### src/common/dpw_map.svh
// register map, field positions, reset values and opcodes of the wiper slave
// Behaviour
// - wiper register value drives tap selection monotonically
// - wiper register loads 80h at reset
// - wiper at 0, control at 10h, defaults
// - sample serial input on rising clock, selected
// - change serial output on falling clock edge
// - control bit 1 selects push-pull or open-drain
// - deselected: output high impedance, standby
// - control bit 6 low asserts shutdown
// - wiper register kept through shutdown
// - mode 0, master drives clock and select
// - every byte travels most significant bit first
// - first byte: opcode 7:5, address 4:0
// - address 0/1 wiper, 10000 control register
// - decode nop, control read/write, addressed read/write
// - write applied on chip select rising edge
// - read echoes instruction byte three, data byte four
// - echo byte is 111 plus address
// - input passes to output delayed one frame
`ifndef DPW_MAP_SVH
`define DPW_MAP_SVH
// ----------------------------------------------------------------
// register offsets and reset values
// ----------------------------------------------------------------
`define DPW_ADDR_WIPER0 5'h00
`define DPW_ADDR_WIPER1 5'h01
`define DPW_ADDR_ACCESS 5'h10
`define DPW_RESET_WIPER 8'h80
`define DPW_RESET_ACCESS 8'h40
`define DPW_BIT_SHUTDOWN_N_BIT_N 6
`define DPW_BIT_OPEN_DRAIN 1
`define DPW_ACCESS_MASK 8'h42
// ----------------------------------------------------------------
// opcodes and frame layout
// ----------------------------------------------------------------
`define DPW_OP_NOP 3'h0
`define DPW_OP_ACC_RD 3'h1
`define DPW_OP_ACC_WR 3'h3
`define DPW_OP_ADR_RD 3'h4
`define DPW_OP_ADR_WR 3'h6
`define DPW_ECHO_TAG 3'h7
`define DPW_FRAME_BITS 16
`endif

### src/common/dpw_pkg.sv
// types shared by the wiper slave
package dpw_pkg;
    typedef enum logic [1:0] {
        DPW_IDLE = 2'h0,
        DPW_ACTIVE = 2'h1
    } dpw_link_type;
endpackage

### src/hw/dpw_sync.sv
// two-flop synchroniser with edge detection on the synchronised level
`timescale 1ns/1ps
`default_nettype none
module dpw_sync #(
    parameter logic INIT = 1'b0
) (
    input wire logic ref_clk, // system clock
    input wire logic rstn, // synchronous reset, active low
    input wire logic async_in, // pin level
    output logic level, // synchronised level
    output logic rise, // one-cycle pulse on rising edge
    output logic fall // one-cycle pulse on falling edge
);
    logic meta;
    logic prev;
    // ----------------------------------------------------------------
    // first flop feeds only the second
    // ----------------------------------------------------------------
    always_ff @(posedge ref_clk)
    begin
        if (!rstn)
        begin
            meta <= INIT;
            level <= INIT;
            prev <= INIT;
        end
        else
        begin
            meta <= async_in;
            level <= meta;
            prev <= level;
        end
    end
    assign rise = level & ~prev;
    assign fall = ~level & prev;
endmodule
`default_nettype wire

### src/hw/dpw_slave.sv
// spi mode-0 slave holding the wiper and access control registers
`timescale 1ns/1ps
`default_nettype none
`include "dpw_map.svh"
module dpw_slave
    import dpw_pkg::*;
(
    input wire logic ref_clk, // 100 MHz system clock
    input wire logic rstn, // synchronous reset, active low
    input wire logic sck, // serial clock from master
    input wire logic cs_n, // chip select, active low
    input wire logic sdi, // serial data in
    output logic sdo_out, // serial data out level
    output logic sdo_oe_n, // serial out enable, low drives
    output logic [7:0] wiper_tap, // tap selection
    output logic shutdown, // array open, wiper to low terminal
    output logic [7:0] wiper_position, // wiper register
    output logic [7:0] access_control // access control register
);
    // ----------------------------------------------------------------
    // pin synchronisers
    // ----------------------------------------------------------------
    logic sck_lvl, sck_rise, sck_fall;
    logic cs_lvl, cs_rise, cs_fall;
    logic sdi_lvl;
    dpw_sync #(.INIT(1'b0)) u_sck (.ref_clk(ref_clk), .rstn(rstn), .async_in(sck),
        .level(sck_lvl), .rise(sck_rise), .fall(sck_fall));
    dpw_sync #(.INIT(1'b1)) u_cs (.ref_clk(ref_clk), .rstn(rstn), .async_in(cs_n),
        .level(cs_lvl), .rise(cs_rise), .fall(cs_fall));
    dpw_sync #(.INIT(1'b0)) u_sdi (.ref_clk(ref_clk), .rstn(rstn), .async_in(sdi),
        .level(sdi_lvl), .rise(), .fall());

    // ----------------------------------------------------------------
    // frame state
    // ----------------------------------------------------------------
    dpw_link_type link;
    logic armed; // a falling select was seen since reset
    logic [5:0] bit_cnt; // bits received this frame, saturating
    logic [7:0] shift_in; // byte being received
    logic [7:0] instr; // first byte of frame
    logic [7:0] data_byte; // latest complete data byte
    logic [15:0] chain; // one-frame delay line for daisy chain
    logic [7:0] shift_out; // byte being sent in a read
    logic rd_pend; // read instruction latched in byte one
    logic [4:0] rd_addr;
    logic use_read; // output comes from read data
    logic sdo_bit;

    // ----------------------------------------------------------------
    // decode
    // ----------------------------------------------------------------
    function automatic logic is_wiper(input logic [4:0] a);
        return (a == `DPW_ADDR_WIPER0) || (a == `DPW_ADDR_WIPER1);
    endfunction

    wire active = (link == DPW_ACTIVE);
    wire take_bit = active & sck_rise & ~cs_lvl;
    wire [7:0] next_shift = {shift_in[6:0], sdi_lvl};
    wire byte_done = take_bit & (bit_cnt[2:0] == 3'h7);
    wire [2:0] opc = instr[7:5];
    wire [4:0] adr = instr[4:0];
    wire [2:0] new_opc = next_shift[7:5];
    wire [4:0] new_adr = next_shift[4:0];
    wire full_frame = bit_cnt >= 6'd16;
    wire wr_acc = (opc == `DPW_OP_ACC_WR)
        || ((opc == `DPW_OP_ADR_WR) && (adr == `DPW_ADDR_ACCESS));
    wire wr_wip = (opc == `DPW_OP_ADR_WR) && is_wiper(adr);
    wire commit = cs_rise & active & full_frame;
    wire new_rd = (new_opc == `DPW_OP_ACC_RD) || (new_opc == `DPW_OP_ADR_RD);
    wire [4:0] new_rd_adr = (new_opc == `DPW_OP_ACC_RD) ? `DPW_ADDR_ACCESS : new_adr;
    wire [7:0] rd_data = is_wiper(rd_addr) ? wiper_position
        : (rd_addr == `DPW_ADDR_ACCESS) ? access_control : 8'h00;

    // ----------------------------------------------------------------
    // link state: idle until chip select falls after reset
    // ----------------------------------------------------------------
    always_ff @(posedge ref_clk)
    begin
        if (!rstn)
        begin
            link <= DPW_IDLE;
            armed <= 1'b0;
        end
        else
        begin
            if (cs_fall)
            begin
                link <= DPW_ACTIVE;
                armed <= 1'b1;
            end
            else if (cs_lvl)
                link <= DPW_IDLE;
        end
    end

    // ----------------------------------------------------------------
    // receive path: counter and shifter cleared at frame start
    // ----------------------------------------------------------------
    always_ff @(posedge ref_clk)
    begin
        if (!rstn || cs_fall)
        begin
            bit_cnt <= 6'h00;
            shift_in <= 8'h00;
        end
        else if (take_bit)
        begin
            shift_in <= next_shift;
            if (bit_cnt != 6'h3F)
                bit_cnt <= bit_cnt + 6'h01;
        end
    end

    // instruction in byte one, newest data byte afterwards
    always_ff @(posedge ref_clk)
    begin
        if (!rstn || cs_fall)
        begin
            instr <= 8'h00;
            data_byte <= 8'h00;
        end
        else if (byte_done)
        begin
            if (bit_cnt[5:3] == 3'h0)
                instr <= next_shift;
            else
                data_byte <= next_shift;
        end
    end

    // ----------------------------------------------------------------
    // registers: writes applied on chip select release
    // ----------------------------------------------------------------
    always_ff @(posedge ref_clk)
    begin
        if (!rstn)
        begin
            wiper_position <= `DPW_RESET_WIPER;
            access_control <= `DPW_RESET_ACCESS;
        end
        else if (commit)
        begin
            if (wr_wip)
                wiper_position <= data_byte;
            if (wr_acc)
                access_control <= data_byte & `DPW_ACCESS_MASK;
        end
    end

    // ----------------------------------------------------------------
    // read capture: echo in byte three, value in byte four
    // ----------------------------------------------------------------
    always_ff @(posedge ref_clk)
    begin
        if (!rstn || cs_fall)
        begin
            rd_pend <= 1'b0;
            rd_addr <= 5'h00;
        end
        else if (byte_done && bit_cnt[5:3] == 3'h0)
        begin
            rd_pend <= new_rd;
            rd_addr <= new_rd_adr;
        end
    end

    // ----------------------------------------------------------------
    // daisy-chain delay line, shifted with received bits
    // ----------------------------------------------------------------
    always_ff @(posedge ref_clk)
    begin
        if (!rstn)
            chain <= 16'h0000;
        else if (take_bit)
            chain <= {chain[14:0], sdi_lvl};
    end

    // output shifter loads at byte boundaries of a read
    always_ff @(posedge ref_clk)
    begin
        if (!rstn || cs_fall)
        begin
            shift_out <= 8'h00;
            use_read <= 1'b0;
        end
        else if (byte_done && rd_pend && bit_cnt[5:3] == 3'h1)
        begin
            shift_out <= {`DPW_ECHO_TAG, rd_addr};
            use_read <= 1'b1;
        end
        else if (byte_done && rd_pend && bit_cnt[5:3] == 3'h2)
            shift_out <= rd_data;
        else if (byte_done && bit_cnt[5:3] == 3'h3)
            use_read <= 1'b0;
        else if (take_bit)
            shift_out <= {shift_out[6:0], 1'b0};
    end

    // ----------------------------------------------------------------
    // serial output changes on falling clock and when chip select falls
    // ----------------------------------------------------------------
    always_ff @(posedge ref_clk)
    begin
        if (!rstn)
            sdo_bit <= 1'b1;
        else if (cs_fall)
            sdo_bit <= chain[15];
        else if (active && sck_fall)
            sdo_bit <= use_read ? shift_out[7] : chain[15];
    end

    // open drain drives only low; deselected leaves pin released
    wire drive = active & ~cs_lvl;
    wire open_drain = access_control[`DPW_BIT_OPEN_DRAIN];
    assign sdo_out = open_drain ? 1'b0 : sdo_bit;
    assign sdo_oe_n = ~drive | (open_drain & sdo_bit);

    // ----------------------------------------------------------------
    // analog side controls
    // ----------------------------------------------------------------
    assign wiper_tap = wiper_position;
    assign shutdown = ~access_control[`DPW_BIT_SHUTDOWN_N_BIT_N];
endmodule
`default_nettype wire

### config.mk
export PLATFORM = sky130hd
export DESIGN_NAME = dpw_slave
export DESIGN_NICKNAME = d
export VERILOG_FILES = /design/src/common/dpw_pkg.sv /design/src/hw/dpw_sync.sv /design/src/hw/dpw_slave.sv
export VERILOG_INCLUDE_DIRS = /design/src /design/src/common
export SDC_FILE = /design/constraint.sdc
export NUM_CORES = 1
export LEC_CHECK = 0
export BUFFER_PORTS_ARGS = -buffer_cell sky130_fd_sc_hd__buf_2
export CORE_MARGIN = 2
export CORE_UTILIZATION = 40
export DETAILED_ROUTE_END_ITERATION = 10
export PLACE_DENSITY = 0.59
export SYNTH_ARGS = -nofsm -noshare
export SYNTH_HDL_FRONTEND = slang
export SYNTH_SLANG_ARGS = --single-unit
export TNS_END_PERCENT = 100
### constraint.sdc
create_clock -name ref_clk -period 3.2 [get_ports ref_clk]
set_input_delay 0.16 -clock ref_clk [delete_from_list [all_inputs] [get_ports ref_clk]]
set_output_delay 0.16 -clock ref_clk [all_outputs]
set_load 0.05 [all_outputs]
==> impl_metrics.env <==
export IMPL_syn_to_final_growth_pct=10.0
export IMPL_die_h_um=95.7
export IMPL_tritoncts="yes"
export IMPL_cts_max_level=3
export IMPL_drt_wirelength_per_cell_um=13.6
export IMPL_die_area_mm2=0.00915
export IMPL_period_share_pct=71.5
export IMPL_postCtsSetupBuffers=0
export IMPL_routed_via_density=5.15
export IMPL_finalSetupViolCount=0
export IMPL_hp_class="primary input to flip-flop"
export IMPL_worstPathRequired_ps=3480
export IMPL_final_common_cell="dfxtp_1"
export IMPL_ys_seq_area_share_pct=47.7
export IMPL_antenna_found_initial=0
export IMPL_placementRows=33
export IMPL_critical_path_top_delay_family="simple AND/OR/NAND/NOR gates"
export IMPL_hold_viol_final=0
export IMPL_io_pins=32
export IMPL_power_leakage_nw=1.28
export IMPL_async_reset_ff_share_pct=0
export IMPL_cts_sinks=80
export IMPL_vias=2665
export IMPL_antenna_left=0
export IMPL_overflow=0
export IMPL_start_util_pct=41.1
export IMPL_path_class="flip-flop to flip-flop"
export IMPL_synth_top_area_share_pct=47.7
export IMPL_synth_edf_count=0
export IMPL_mostFrequentLayoutCells="dfxtp_1 (80), nand2_1 (79), a21oi_1 (32)"
export IMPL_synth_top_cell_by_area="dfxtp_1"
export IMPL_ys_types=42
export IMPL_critPathMaxFanout=15
export IMPL_crit_arrival_ps=2570
export IMPL_maxSlewViolCount=0
export IMPL_outcome="finished clean"
export IMPL_cp_slowest_cell="or4_1"
export IMPL_top_layer_used="met4"
export IMPL_peakVddDrop_mv=0.211
export IMPL_critPathMaxStageDelay_ps=670
export IMPL_firstDrtPassIters=5
export IMPL_drive_gt1_share_pct=12.4
export IMPL_grt_max_degree=38
export IMPL_wl_met1_mm=3.53
export IMPL_tns_ps=0
export IMPL_fmax_mhz=437
export IMPL_routed_wirelength_mm=7.02
export IMPL_slew_headroom_pct=28.7
export IMPL_hold_ws_ps=14.9
export IMPL_avgSynthCellArea_um2=8.49
export IMPL_cts_root_buf="clkbuf_8"
export IMPL_path_buf_inv=0
export IMPL_ys_warn_count=0
export IMPL_cap_viol_max_count=0
export IMPL_worstMarginPinSlew_ps=1070
export IMPL_io_buffers=25
export IMPL_cts_reportedPaths_clkPinSlew_ps=90
export IMPL_mappedNetlistArea_mm2=0.00336
export IMPL_grt_pass1_vias=2373
export IMPL_drtIter0Drc=117
export IMPL_wl_met2_mm=3.16
export IMPL_dr_wl_met3_um=256
export IMPL_crit_chain="ha_1 > ha_1 > nand2b_1 > or4_1 > or3_1 > a21oi_1"
export IMPL_route_detailed_drc=0
export IMPL_grt_usage_pct=16.4
export IMPL_post_dp_cell_area_mm2=0.00350
export IMPL_power_density_mw_per_mm2=474
export IMPL_cts_buffers=9
export IMPL_clock_latency_ps=350
export IMPL_nNetsFinal=414
export IMPL_synthTopCellsByArea="dfxtp_1 (48%), nand2_1 (8.8%), a21boi_0 (5.1%)"
export IMPL_design_area_mm2=0.00370
export IMPL_cp_start_kind="flip-flop"
export IMPL_period_needed_ps=2290
export IMPL_crit_path_frequent_cell="ha_1"
export IMPL_place_ws_ps=951
export IMPL_rsz0062_at_grt="false"
export IMPL_fin_util_pct=45.2
export IMPL_critPathCaptureType="flip-flop"
export IMPL_clockBufferDepth=2
export IMPL_setup_ws_ps=913
export IMPL_dpl_hpwl_mm=4.84
export IMPL_yosys_register_bits=80
export IMPL_ys_flop_type="dfxtp_1"
export IMPL_core_area_mm2=0.00818
export IMPL_finClkSkew_ps=8.53
export IMPL_synthCells=396
export IMPL_die_x_um=95.7
export IMPL_n_antenna_cell=0
export IMPL_place_congestion=0.818
export IMPL_grt_pass1_wl_mm=11.5
repair_timing:
action                                 CTS  global route
endpoints found under the hold margin    1             1
hold buffers                             1             1
gates resized for setup                  0             0
cells by family (layout without fill, tap and decap cells):
| group | Yosys count | in the layout | synth area share (%) |
|---|---|---|---|
| xor+xnor | 4 | 4 | 1.04 |
| mux | 13 | 13 | 3.87 |
| other cells | 1 | 6 | 0.112 |
| fa+ha+maj | 2 | 2 | 0.744 |
| buf+inv | 41 | 52 | 6.29 |
| compound gates | 86 | 86 | 16.2 |
| flops | 80 | 80 | 47.7 |
| simple gates | 169 | 169 | 24.1 |
stage by stage:
step	power, W	cells
3_5_place_dp	0.00108	499
4_1_cts	0.00177	516
5_1_grt	0.00183	517
3_3_place_gp	0.00108	499
6_report	0.00175	517
2_1_floorplan	0.00108	401
flip-flops by register name (all words and copies together) (netlist names), 2 cells and up:
| name | cells |
|---|---|
| chain | 16 |
| data_byte | 8 |
| instr | 8 |
| shift_out | 8 |
| wiper_position | 8 |
| shift_in | 7 |
| bit_cnt | 6 |
| rd_addr | 5 |
| access_control | 2 |
metal layers:
metal	vias to the layer above	GRT usage, %
li1	1361	-
met1	1248	21.9
met2	51	25.8
met3	5	4.98
met4	0	4.64
met5	-	0
worst register-to-register path, stage by stage, from the launching register on:
cell	delay [ps]
dfxtp_1	370
ha_1	240
ha_1	240
nand2b_1	130
or4_1	670
or3_1	430
a21oi_1	130
report_power, final:
part | internal (W) | switching, W
clock | 0.000307 | 0.000383
combinational | 0.0000160 | 0.0000407
sequential | 0.00100 | 0.00000452
cell usage after synthesis, drive strengths merged (2+ instances only):
cell type	count
a31oi	3
nand3	16
and3	3
clkbuf	20
xnor2	3
nor3	10
and2	5
o221a	3
nor2b	6
a311oi	3
a21oi	32
or3	2
mux2i	13
nand2b	5
nor4	3
dfxtp	80
nand2	79
ha	2
inv	3
o21ai	16
a221oi	3
nor2	25
nand3b	6
a21boi	23
buf	18
final timing paths:
kind	start	to	slack, ps	cells after the start
worst max register to register	bit_cnt[0]$_SDFFE_PP0P_	rd_pend$_SDFFE_PP0P_	910	6
worst max-delay path	bit_cnt[0]$_SDFFE_PP0P_	rd_pend$_SDFFE_PP0P_	910	6
worst min register to register	u_sdi.meta$_SDFF_PN0_	u_sdi.level$_SDFF_PN0_	440	1
worst min-delay path	sck	u_sck.meta$_SDFF_PN0_	10	2
area by class of cell:
type                            count  area (um2)
Timing Repair Buffer               33         190
Clock buffer                       11         141
Multi-Input combinational cell    280        1580
Fill cell                         829        4480
Inverter                            3        11.3
Sequential cell                    80        1600
Clock inverter                      5        40.0
Tap cell                          105         131
Power figures use the tool's default switching activity.
